==> src/logic/i2csp_params.svh <==
// Constants of the two-wire slave register port: addresses, commands, reset values and timing.
`ifndef I2CSP_PARAMS_SVH
`define I2CSP_PARAMS_SVH

// Start bytes that select this port, write and read.
`define I2CSP_START_WR      8'h90
`define I2CSP_START_RD      8'h91
// General call address byte, write direction.
`define I2CSP_START_GC      8'h00
// Pointer byte that acts as a soft reset command.
`define I2CSP_CMD_RESET     8'hBF
// General call command that resets the part.
`define I2CSP_GC_RESET      8'h06
// Pointer value after reset and after a stop: the status register.
`define I2CSP_PTR_RESET     8'h00
// Highest writable register address of the bank.
`define I2CSP_LAST_REG      8'h17
// Default reload time in nanoseconds, and the clock period.
`define I2CSP_RELOAD_NS     2000000
`define I2CSP_CLK_NS        10
`define I2CSP_RELOAD_CYCLES (`I2CSP_RELOAD_NS / `I2CSP_CLK_NS)

`endif

==> src/logic/i2csp_pkg.sv <==
// Types shared by the two-wire slave register port modules.
package i2csp_pkg;

   // Protocol phases of the slave engine.
   typedef enum logic [2:0] {
      ST_IDLE,
      ST_RECV,
      ST_ACK,
      ST_SEND,
      ST_MACK,
      ST_RNEXT
   } i2csp_state_t;

   // Meaning of the byte being received.
   typedef enum logic [1:0] {
      K_ADDR,
      K_PTR,
      K_DATA,
      K_GC
   } i2csp_kind_t;

   // One write towards the register bank: address and data.
   typedef struct packed {
      logic [7:0] addr;
      logic [7:0] data;
   } i2csp_wr_t;

   // Synchroniser state.
   typedef struct packed {
      logic scl_s1;
      logic scl_s2;
      logic scl_d;
      logic sda_s1;
      logic sda_s2;
      logic sda_d;
   } i2csp_sync_t;

   // Engine state.
   typedef struct packed {
      i2csp_state_t st;
      i2csp_kind_t  kind;
      logic [3:0]   bitcnt;
      logic [7:0]   shreg;
      logic         rw;
      logic         after_ack;
      logic [7:0]   ptr;
      logic         sda_oe;
      logic         push_valid;
      i2csp_wr_t    push;
      logic         reload_req;
      logic         reload_busy;
      logic [23:0]  reload_cnt;
   } i2csp_core_t;

endpackage : i2csp_pkg

==> src/logic/i2csp_line_if.sv <==
// Bus line events passed from the synchroniser to the slave engine.
`timescale 1ns/10ps
interface i2csp_line_if;
   logic sda;
   logic scl_rise;
   logic scl_fall;
   logic start;
   logic stop;

   modport src (output sda, output scl_rise, output scl_fall, output start, output stop);
   modport dst (input sda, input scl_rise, input scl_fall, input start, input stop);
endinterface : i2csp_line_if

==> src/logic/i2csp_sync.sv <==
// Two-flop synchronisers for SCL and SDA with edge, start and stop detection.
`timescale 1ns/10ps
module i2csp_sync (
   input  wire logic clk,
   input  wire logic resetn,
   input  wire logic ce,
   input  wire logic scl_in,
   input  wire logic sda_in,
   i2csp_line_if.src line
);
   import i2csp_pkg::*;

   i2csp_sync_t r;
   i2csp_sync_t next_r;

   // Lines idle high, so the flops reset high to avoid a false start at release.
   always_comb begin
      next_r        = r;
      next_r.scl_s1 = scl_in;
      next_r.scl_s2 = r.scl_s1;
      next_r.scl_d  = r.scl_s2;
      next_r.sda_s1 = sda_in;
      next_r.sda_s2 = r.sda_s1;
      next_r.sda_d  = r.sda_s2;
   end

   always_ff @(posedge clk) begin
      if (!resetn) begin
         r <= '1;
      end else if (ce) begin
         r <= next_r;
      end
   end

   // Edges are taken only from the second and third stages.
   assign line.sda      = r.sda_s2;
   assign line.scl_rise = r.scl_s2 & ~r.scl_d;
   assign line.scl_fall = ~r.scl_s2 & r.scl_d;
   assign line.start    = r.scl_s2 & r.scl_d & r.sda_d & ~r.sda_s2;
   assign line.stop     = r.scl_s2 & r.scl_d & ~r.sda_d & r.sda_s2;

endmodule : i2csp_sync

==> src/logic/i2csp_buf.sv <==
// Two-entry buffer with valid and ready on both sides; the head is always a flop.
`timescale 1ns/10ps
module i2csp_buf #(
   parameter int W = 16
) (
   input  wire logic         clk,
   input  wire logic         resetn,
   input  wire logic         ce,
   input  wire logic         in_valid,
   output logic              in_ready,
   input  wire logic [W-1:0] in_data,
   output logic              out_valid,
   input  wire logic         out_ready,
   output logic [W-1:0]      out_data
);
   logic         head_v;
   logic         tail_v;
   logic [W-1:0] head_d;
   logic [W-1:0] tail_d;
   logic         take;
   logic         give;

   assign take = in_valid & ~tail_v;
   assign give = head_v & out_ready;

   // The tail holds a word only while the head is occupied and stalled.
   always_ff @(posedge clk) begin
      if (!resetn) begin
         head_v <= 1'b0;
         tail_v <= 1'b0;
         head_d <= '0;
         tail_d <= '0;
      end else if (ce) begin
         if (!head_v || give) begin
            head_v <= tail_v | take;
            head_d <= tail_v ? tail_d : in_data;
            tail_v <= tail_v & take;
            if (tail_v) begin
               tail_d <= in_data;
            end
         end else if (take) begin
            tail_v <= 1'b1;
            tail_d <= in_data;
         end
      end
   end

   assign in_ready  = ~tail_v;
   assign out_valid = head_v;
   assign out_data  = head_d;

endmodule : i2csp_buf

==> src/logic/i2csp_port.sv <==
// Two-wire slave engine: address match, pointer, reads, writes and reset commands.
`timescale 1ns/10ps
`include "i2csp_params.svh"
module i2csp_port #(
   parameter int RELOAD_CYCLES = `I2CSP_RELOAD_CYCLES,
   parameter logic [7:0] LAST_REG = `I2CSP_LAST_REG
) (
   input  wire logic         clk,
   input  wire logic         resetn,
   input  wire logic         ce,
   input  wire logic         scl_in,
   input  wire logic         sda_in,
   output logic              sda_out,
   output logic              sda_oe,
   output logic [7:0]        rd_addr,
   input  wire logic [7:0]   rd_data,
   output logic              wr_valid,
   input  wire logic         wr_ready,
   output i2csp_pkg::i2csp_wr_t wr_word,
   output logic              reload_req,
   output logic              reload_busy
);
   import i2csp_pkg::*;

   i2csp_core_t  r;
   i2csp_core_t  next_r;
   logic         buf_ready;
   logic         buf_out_valid;
   logic [15:0]  buf_out_data;

   i2csp_line_if line ();

   i2csp_sync u_sync (
      .clk    (clk),
      .resetn (resetn),
      .ce     (ce),
      .scl_in (scl_in),
      .sda_in (sda_in),
      .line   (line)
   );

   i2csp_buf #(.W(16)) u_buf (
      .clk       (clk),
      .resetn    (resetn),
      .ce        (ce),
      .in_valid  (r.push_valid),
      .in_ready  (buf_ready),
      .in_data   (r.push),
      .out_valid (buf_out_valid),
      .out_ready (wr_ready),
      .out_data  (buf_out_data)
   );

   // True when a write to this address is stored in the bank.
   function automatic logic reg_writable(input logic [7:0] a);
      reg_writable = (a <= LAST_REG);
   endfunction : reg_writable

   // Begins a reload: pulse the bank, block acknowledges, clear the pointer.
   function automatic i2csp_core_t start_reload(input i2csp_core_t s);
      i2csp_core_t t;
      t             = s;
      t.reload_req  = 1'b1;
      t.reload_busy = 1'b1;
      t.reload_cnt  = 24'(RELOAD_CYCLES);
      t.ptr         = `I2CSP_PTR_RESET;
      return t;
   endfunction : start_reload

   // Loads a read byte: bit 7 is driven at once, the rest waits in the shifter.
   function automatic i2csp_core_t send_load(input i2csp_core_t s, input logic [7:0] d);
      i2csp_core_t t;
      t        = s;
      t.shreg  = {d[6:0], 1'b0};
      t.sda_oe = ~d[7];
      t.bitcnt = 4'h1;
      t.st     = ST_SEND;
      return t;
   endfunction : send_load

   // Idle: the engine ignores SCL and waits for a start.
   // A stop parks the pointer on the status register.
   // Both conditions override whatever phase is active.

   // Receive: eight SCL rises shift a byte in, MSB first.
   // The SCL fall after the eighth bit is the decision.
   // The kind field says how that byte is to be read:
   // address, pointer, data byte or general call.

   // An address for this port or the general call is
   // acknowledged; anything else drops back to idle.
   // While defaults reload every address is ignored, so
   // the master sees a missing acknowledge, not a stall.

   // Acknowledge: SDA is held low through the ninth pulse
   // and let go shortly after the following SCL fall.
   // Releasing late rather than early keeps SDA steady
   // while SCL is high, so no false stop is produced.

   // Writes: the pointer byte loads the pointer, then each
   // data byte is queued for the bank and the pointer moves.
   // Bytes past the last register are acknowledged but
   // never queued, so the bank sees valid addresses only.

   // A data byte that finds the last word still queued is
   // refused without acknowledge and keeps the pointer.
   // This trades a retry by the master for a small buffer;
   // no word is dropped silently for lack of room.

   // Reads: the bank answers the pointer in the same clock,
   // and each byte is fetched on the SCL fall opening it.
   // A master acknowledge moves the pointer on the SCL
   // rise, so the next fetch already sees the new address.
   // Reads run on past the bank; the bank decides what
   // unused addresses return.

   // Reset commands raise a one-cycle request to the bank
   // and start the busy timer; the command byte is still
   // acknowledged, then the engine goes idle.
   // Further bytes of the same transfer are ignored.

   // Line events lag the pins by two clocks, so SCL
   // high and low phases must each last several clocks.
   // A slower bus is fine; a faster one loses bits.

   // Clock enable low freezes the synchroniser too, so a
   // bus event that begins and ends while frozen is lost;
   // keep the enable high while the bus is active.

   // The pointer is eight bits wide and wraps to zero.

   // Reset leaves the engine idle, the pointer on the
   // status register and no write pending.

   // Engine next state; protocol decisions happen on synchronised SCL edges, starts and stops.
   always_comb begin
      next_r            = r;
      next_r.reload_req = 1'b0;

      // A queued write stays offered until the buffer takes it.
      if (r.push_valid && buf_ready) begin
         next_r.push_valid = 1'b0;
      end

      // Reload timer; acknowledges stay off until it runs out.
      if (r.reload_busy) begin
         if (r.reload_cnt <= 24'h000001) begin
            next_r.reload_busy = 1'b0;
            next_r.reload_cnt  = 24'h000000;
         end else begin
            next_r.reload_cnt = r.reload_cnt - 24'h000001;
         end
      end

      if (line.stop) begin
         // Stop ends any transfer and parks the pointer on the status register.
         next_r.st     = ST_IDLE;
         next_r.ptr    = `I2CSP_PTR_RESET;
         next_r.sda_oe = 1'b0;
      end else if (line.start) begin
         // Start and repeated start look the same: a new address byte follows.
         next_r.st     = ST_RECV;
         next_r.kind   = K_ADDR;
         next_r.bitcnt = 4'h0;
         next_r.sda_oe = 1'b0;
      end else begin
         unique case (r.st)
            ST_IDLE: begin
               next_r.sda_oe = 1'b0;
            end

            ST_RECV: begin
               if (line.scl_rise && r.bitcnt < 4'h8) begin
                  next_r.shreg  = {r.shreg[6:0], line.sda};
                  next_r.bitcnt = r.bitcnt + 4'h1;
               end else if (line.scl_fall && r.bitcnt == 4'h8) begin
                  next_r.bitcnt    = 4'h0;
                  next_r.after_ack = 1'b0;
                  next_r.st        = ST_IDLE;
                  unique case (r.kind)
                     K_ADDR: begin
                        // Busy reload or a foreign address leaves the bus alone.
                        if (!r.reload_busy) begin
                           if (r.shreg == `I2CSP_START_WR || r.shreg == `I2CSP_START_RD) begin
                              next_r.rw     = r.shreg[0];
                              next_r.kind   = K_PTR;
                              next_r.sda_oe = 1'b1;
                              next_r.st     = ST_ACK;
                           end else if (r.shreg == `I2CSP_START_GC) begin
                              next_r.rw     = 1'b0;
                              next_r.kind   = K_GC;
                              next_r.sda_oe = 1'b1;
                              next_r.st     = ST_ACK;
                           end
                        end
                     end
                     K_PTR: begin
                        next_r.sda_oe = 1'b1;
                        next_r.st     = ST_ACK;
                        if (r.shreg == `I2CSP_CMD_RESET) begin
                           next_r           = start_reload(next_r);
                           next_r.after_ack = 1'b1;
                        end else begin
                           next_r.ptr  = r.shreg;
                           next_r.kind = K_DATA;
                        end
                     end
                     K_DATA: begin
                        // A full buffer is the only reason to refuse a data byte.
                        if (!r.push_valid) begin
                           if (reg_writable(r.ptr)) begin
                              next_r.push_valid = 1'b1;
                              next_r.push.addr  = r.ptr;
                              next_r.push.data  = r.shreg;
                           end
                           next_r.sda_oe = 1'b1;
                           next_r.ptr    = r.ptr + 8'h01;
                           next_r.st     = ST_ACK;
                        end
                     end
                     K_GC: begin
                        if (r.shreg == `I2CSP_GC_RESET) begin
                           next_r           = start_reload(next_r);
                           next_r.sda_oe    = 1'b1;
                           next_r.after_ack = 1'b1;
                           next_r.st        = ST_ACK;
                        end
                        // Other commands fall to idle without acknowledge.
                     end
                  endcase
               end
            end

            ST_ACK: begin
               // Ninth pulse ends on this fall; hand SDA to the next phase.
               if (line.scl_fall) begin
                  next_r.sda_oe = 1'b0;
                  if (r.after_ack) begin
                     next_r.st = ST_IDLE;
                  end else if (r.rw) begin
                     next_r = send_load(next_r, rd_data);
                  end else begin
                     next_r.st = ST_RECV;
                  end
               end
            end

            ST_SEND: begin
               // The bank's data is sent; the pointer register is never a source.
               if (line.scl_fall) begin
                  if (r.bitcnt == 4'h8) begin
                     next_r.sda_oe = 1'b0;
                     next_r.st     = ST_MACK;
                  end else begin
                     next_r.sda_oe = ~r.shreg[7];
                     next_r.shreg  = {r.shreg[6:0], 1'b0};
                     next_r.bitcnt = r.bitcnt + 4'h1;
                  end
               end
            end

            ST_MACK: begin
               if (line.scl_rise) begin
                  if (!line.sda) begin
                     next_r.ptr = r.ptr + 8'h01;
                     next_r.st  = ST_RNEXT;
                  end else begin
                     next_r.st = ST_IDLE;
                  end
               end
            end

            ST_RNEXT: begin
               // Read data was looked up during the high phase at the new pointer.
               if (line.scl_fall) begin
                  next_r = send_load(next_r, rd_data);
               end
            end

            default: begin
               next_r.st     = ST_IDLE;
               next_r.sda_oe = 1'b0;
            end
         endcase
      end
   end

   // Clock enable freezes the engine together with its helpers.
   always_ff @(posedge clk) begin
      if (!resetn) begin
         r <= '0;
      end else if (ce) begin
         r <= next_r;
      end
   end

   // Open drain: the pad only ever pulls low.
   assign sda_out     = 1'b0;
   assign sda_oe      = r.sda_oe;
   assign rd_addr     = r.ptr;
   assign wr_valid    = buf_out_valid;
   assign wr_word     = buf_out_data;
   assign reload_req  = r.reload_req;
   assign reload_busy = r.reload_busy;

endmodule : i2csp_port

==> config.mk <==
export PLATFORM = sky130hd
export DESIGN_NAME = i2csp_port
export DESIGN_NICKNAME = d
export VERILOG_FILES = /design/src/logic/i2csp_pkg.sv /design/src/logic/i2csp_line_if.sv /design/src/logic/i2csp_sync.sv /design/src/logic/i2csp_buf.sv /design/src/logic/i2csp_port.sv
export VERILOG_INCLUDE_DIRS = /design/src /design/src/logic
export SDC_FILE = /design/constraint.sdc
export NUM_CORES = 1
export LEC_CHECK = 0
export ABC_CLOCK_PERIOD_IN_PS = 3100
export BUFFER_PORTS_ARGS = -buffer_cell sky130_fd_sc_hd__buf_2
export CORE_MARGIN = 1
export CORE_UTILIZATION = 30
export CTS_CLUSTER_SIZE = 14
export DETAILED_ROUTE_END_ITERATION = 6
export PLACE_DENSITY = 0.56
export SLEW_MARGIN = 20
export SYNTH_ARGS = -nofsm -noshare
export SYNTH_HDL_FRONTEND = slang
export SYNTH_SLANG_ARGS = --single-unit
==> constraint.sdc <==
create_clock -name clk -period 3.1 [get_ports clk]
set_input_delay 0.31 -clock clk [delete_from_list [all_inputs] [get_ports clk]]
set_output_delay 0.31 -clock clk [all_outputs]
set_load 0.03 [all_outputs]
; After elaboration in Yosys (flattened, before gate mapping)
; Cells that the tools add are included.
[word_totals]
reg_bits = 111
in_bits = 14
output_inout_bits = 29
[op_classes]
n_addsub = 3
n_lt_le_gt_ge = 3
eq_ne = 71
n_mux = 80
bitwise = 23
reduce_logical = 30
[op_table]
columns = cell, n
row1 = $mux W71, 5
row2 = $mux W66, 2
row3 = $pmux W43 S3, 1
row4 = $mux W26, 4
row5 = $mux W44, 2
row6 = $mux W43, 2
row7 = $mux W70, 1
row8 = $mux W16, 4
row9 = $ne A4 B4 Y1 const B, 16
row10 = $mux W54, 1
row11 = $pmux W26 S2, 1
row12 = $ne A3 B3 Y1 const B, 17
row13 = $pmux W17 S3, 1
row14 = $pmux W12 S4, 1
row15 = $mux W12, 3
row16 = $mux W8, 4
row17 = $pmux W8 S4, 1
row18 = $ne A5 B5 Y1 const B, 6
row19 = $mux W14, 2
row20 = $reduce_and A14 Y1, 2
row21 = $ne A2 B2 Y1 const B, 13
row22 = $mux W25, 1
row23 = $eq A8 B8 Y1 const B, 3
row24 = $le A24 B1 Y1 const B, 1
row25 = 55 further kinds, 116

; Depth between registers and ports, before layout
[logic_depth]
word_depth = 13
depth_mapped = 10
ltp_nobuf = 8

; By module
; From an unflattened synthesis, not the netlist that was laid out.
[unflattened]
hier_cells = 679
area_unflattened_um2 = 5715.5
[modules_own_cells]
columns = mod, n_inst, cells_per_inst, area_per_inst_um2
row1 = i2csp_port, 1, 532, 4092.7
row2 = i2csp_buf, 1, 123, 1363.8
row3 = i2csp_sync, 1, 24, 259.0

; Least setup slack after synthesis
; No wires, ideal clock.
[synth_timing]
path_kind = reg2reg
from = reg r[0] (netlist bit)
to = reg r[9] (netlist bit)
setup_time_ps = 74
arrival_ps = 2183
required_time_ps = 3026
slack_ps = 843
path_stages_with_launch = 8
synth_period_minus_slack_ps = 2257
cell_sequence = dfxtp_1 -> inv_1 -> ha_1 -> o21ai_0 -> nor4_1 -> or4b_1 -> or4_1 -> o21ai_0
[synth_between]
elab_chain_len = 12
[synth_rtl]
columns = element, line_no
row1 = "start, declared", i2csp_port.sv:25  ; i2csp_core_t r;
row2 = "start signal, assigned", i2csp_port.sv:293  ; r <= next_r;
row3 = $sub A24 B1 Y24 or $le A24 B1 Y1 (tied branches), "i2csp_port.sv:151, i2csp_port.sv:147"
row4 = $mux W24 *, i2csp_port.sv:147  ; if (r.reload_cnt <= 24'h000001) begin
row5 = $mux W25 *, i2csp_port.sv:146  ; if (r.reload_busy) begin
row6 = $mux W70 or $mux W26 (tied branches), "i2csp_port.sv:222, i2csp_port.sv:200"
row7 = $mux W71 or $mux W44 (tied branches), i2csp_port.sv:160  ; end else if (line.start) begin
row8 = $mux W71 or $mux W44 (tied branches), i2csp_port.sv:155  ; if (line.stop) begin
row9 = $pmux W26 S2, i2csp_port.sv:180  ; unique case (r.kind)
row10 = $mux W71, i2csp_port.sv:176  ; end else if (line.scl_fall && r.bitcnt == 4'h8) begin
row11 = $mux W54, i2csp_port.sv:173  ; if (line.scl_rise && r.bitcnt < 4'h8) begin
row12 = $pmux W43 S3, i2csp_port.sv:167  ; unique case (r.st)
row13 = $mux W43, i2csp_port.sv:160
row14 = $mux W43 *, i2csp_port.sv:155
; Every way passes the cells marked *; elsewhere a longest branch is shown, timed or not. The select of a mux whose other input is x is not followed.
; A chain may end at the register's enable or synchronous reset.

; Worst setup path in the final report
[layout_timing]
from = reg r[58] (netlist bit)
to = reg r[21] (netlist bit)
[layout_between]
elab_chain_len = 10
[layout_rtl]
columns = element, line_no
row1 = $eq A8 B3 Y1 (no line) or $eq A8 B8 Y1 (tied branches), --
row2 = $mux W70 or $mux W26 (tied branches), "i2csp_port.sv:222, i2csp_port.sv:200"
row3 = $mux W71 or $mux W44 (tied branches), i2csp_port.sv:160
row4 = $mux W71 or $mux W44 (tied branches), i2csp_port.sv:155
row5 = $pmux W26 S2 *, i2csp_port.sv:180
row6 = $mux W71 *, i2csp_port.sv:176
row7 = $mux W54 *, i2csp_port.sv:173
row8 = $pmux W43 S3 *, i2csp_port.sv:167
row9 = $mux W43 *, i2csp_port.sv:160
row10 = $mux W43 *, i2csp_port.sv:155
; Marks and branches as above.

==> run_results.csv <==
group,metric,value,unit
drt,via_per_inst,5.25,
synth,ys_seq_elements,111,
cells_and_area,layout_commonest_cell,"dfxtp_1",
power_and_ir_drop,p_seq_frac,0.517,
power_and_ir_drop,power_density,432,mW/mm²
placement,port_buffers,41,
clock_network,numCtsBuffers,9,
floorplanning,io_pins,43,
drt,wl_per_cell,14.9,µm
clock_network,cts_max_level,3,
cells_and_area,finalNetCount,728,
synth,synth_cell_type_count,74,
cells_and_area,antenna_cells,0,
synth,synth_area_leaders,"dfxtp_1 39%, mux2i_1 6.8%, nor2_1 4.6%, nand2_1 4.2%, a21oi_1 3.8%",
grt,grt_max_degree,70,
synth,async_flop_share,0,
floorplanning,initial_core_util,0.307,
grt,grt_util_met1,0.214,
sta,min_period,2.64,ns
setup_path,reg2reg_slack,0.46,ns
drt,postRouteAntennaNets,0,
run,maxCapViolCount,0,
synth,yosys_warnings,0,
sta,finalHoldViolations,0,
setup_path,crit_chain,"nor3_1 -> a31oi_1 -> a2111oi_0 -> or3_1 -> and2_1 -> a2bb2o_2",
clock_network,insertion_delay,0.37,ns
placement,placed_cells,932,
placement,hpwlAfterDp,10.1,mm
synth,ys_seq_area_frac,0.386,
grt,grt-ovfl-total,0,
clock_network,cts_hold_buf,0,
min_path,hold_path.class,"primary input to flip-flop",
power_and_ir_drop,pwr-share-clk,0.428,
floorplanning,rows,50,
clock_network,cts_tree,"yes",
sta,fmax,379,MHz
floorplanning,die_y,141,µm
power_and_ir_drop,p_sw_frac,0.261,
grt,use_met3,0.0291,
grt,busiest_layer,"met2",
drt,vias,4976,
clock_network,root_buffer,"clkbuf_16",
clock_network,cts.reportedPaths.clkPinSlew,0.08,ns
power_and_ir_drop,peakVddDrop,255,µV
grt,grt_usage,0.148,
cells_and_area,area_growth,12.6,%
grt,grt_pass1_vias,4636,
drt,drc,0,
clock_network,post-cts-setup-buffers,0,
clock_network,cts_sinks,111,
sta,grt_setup_unrepaired,"no",
clock_network,ctsResizeCount,0,
grt,grt_pass1_wl,23.8,mm
setup_path,critical_path.top_delay_family,"simple AND/OR/NAND/NOR gates",
sta,fin_crit_sh,0.850,
floorplanning,die_x,141,µm
setup_path,path_max_fanout,12,
floorplanning,dieArea,0.0198,mm²
drt,dr.pass1.iters,4,
sta,drv_slew,0,
setup_path,crit_arrival,2.90,ns
synth,syn_area,0.00576,mm²
setup_path,max_stage_delay,0.48,ns
power_and_ir_drop,cellLeakagePower,2.41,nW
cells_and_area,drive_gt1_frac,0.153,
power_and_ir_drop,switching_power,0.733,mW
synth,synth_top_area_frac,0.386,
cells_and_area,layoutNonFillerInstCount,948,
drt,drt_iter0_markers,313,
power_and_ir_drop,p_comb_frac,0.055,
synth,synth_edf_count,0,
grt,gr-usage-met2,0.216,
synth,synth-main-ff-cell,"dfxtp_1",
outcome,outcome,"complete, no violations",
sta,fin_skew,0.0119,ns
synth,syn_inst,687,
synth,synth_nets,706,
setup_path,start_kind,"flip-flop",
setup_path,crit_type,"flip-flop to flip-flop",
cells_and_area,layout_common_cells,"111 x dfxtp_1, 71 x nor2_1, 65 x nand2_1",
setup_path,required,3.36,ns
grt,antenna_found_initial,0,
sta,fin_setup_tns,0,ns
synth,avgSynthCellArea,8.38,µm²
sta,setup_viol,0,
sta,tightest_slew,0.938,ns
placement,gp_congestion,0.843,
sta,relSlewSlack,0.373,
setup_path,path_buf_inv,0,
clock_network,cts.path.max_buffers,2,
floorplanning,core-area,0.0188,mm²
power_and_ir_drop,intPower,2.07,mW
setup_path,cp-end-kind,"flip-flop",
synth,yosys.area.top_type,"dfxtp_1",
setup_path,critPathSlowestCell,"a2111oi_0",
drt,routed_wl,14.1,mm
## metrics by stage
stage	hold WS, ns	instance area, µm²	total power [mW]	utilization	setup slack, ns
finish	0.158	6480	2.80	0.345	0.465
global route	0.175	6480	2.91	0.345	0.170
floorplan	0.436	5760	1.59	-	0.843
global placement	0.456	6160	1.64	0.328	0.540
detailed placement	0.466	6160	1.64	0.328	0.479
CTS	0.146	6480	2.85	0.345	0.472
## logic make-up after synthesis
family / after synthesis / share of synthesized area
buffers and inverters: 63 / 0.0519
adder cells (fa/ha/maj): 5 / 0.0109
AO/OA/AOI/OAI: 162 / 0.195
other: 1 / 0.000651
AND/OR/NAND/NOR: 291 / 0.265
multiplexers: 39 / 0.0678
flip-flops: 111 / 0.386
XOR/XNOR: 15 / 0.0228
## tightest hold or removal path: stages
cell and delay (ns):
buf_2 0.07, mux2i_1 0.06, nand2_1 0.06
## layer usage
metal  wire length, µm  share of wire
met4               190          0.013
met1              7420           0.52
met2              6020           0.43
met5                 0              0
met3               512          0.036
## layout make-up
type                    count  area, µm²
inverters                  12       45.0
multi-input cells         513       3240
repair buffers             62        363
well taps                 234        293
fillers                  1983      12300
flip-flops and latches    111       2220
clock buffers               9        225
clock inverters             7       91.3
## state kept, by name, summed over array words and instances, names as in the netlist
register	count
reload_busy	1
u_buf.out_valid	1
u_buf.out_data	16
sda_oe	1
u_sync.r	2
rd_addr	8
r	60
u_sync.line.sda	1
u_sync.next_r	3
u_buf.tail_v	1
reload_req	1
u_buf.tail_d	16
## Yosys cell counts (6+ instances only)
master / number
nor3_1: 17
nand2_1: 65
and3_1: 6
a211oi_1: 21
nand2b_1: 7
clkbuf_1: 26
and2_1: 7
buf_2: 8
buf_4: 10
nand3_1: 38
nor4_1: 12
o21ai_0: 29
or3_1: 6
a21oi_1: 44
a22oi_1: 17
nor2b_1: 9
mux2i_1: 39
xnor2_1: 10
or2_2: 11
inv_1: 11
dfxtp_1: 111
nand4_1: 9
nor2_1: 71
## final timing paths
check / startpoint / end / depth (start not counted)
setup / recovery: r[58]$_SDFFE_PN0P_ / r[21]$_SDFFE_PN0P_ / 6
hold / removal: sda_in / u_sync.next_r[1]$_SDFFE_PN1P_ / 3
setup reg to reg: r[58]$_SDFFE_PN0P_ / r[21]$_SDFFE_PN0P_ / 6
hold reg to reg: reload_req$_SDFFE_PN0P_ / reload_req$_SDFFE_PN0P_ / 2
## power groups by stage
stage | clock network (mW) | logic (mW) | registers (mW)
after floorplan | 0 | 0.0918 | 1.50
after global placement | 0 | 0.156 | 1.48
after detailed placement | 0 | 0.155 | 1.48
after CTS | 1.24 | 0.155 | 1.45
after global routing | 1.29 | 0.172 | 1.45
final | 1.20 | 0.155 | 1.45
(Power assumes the default switching activity.)
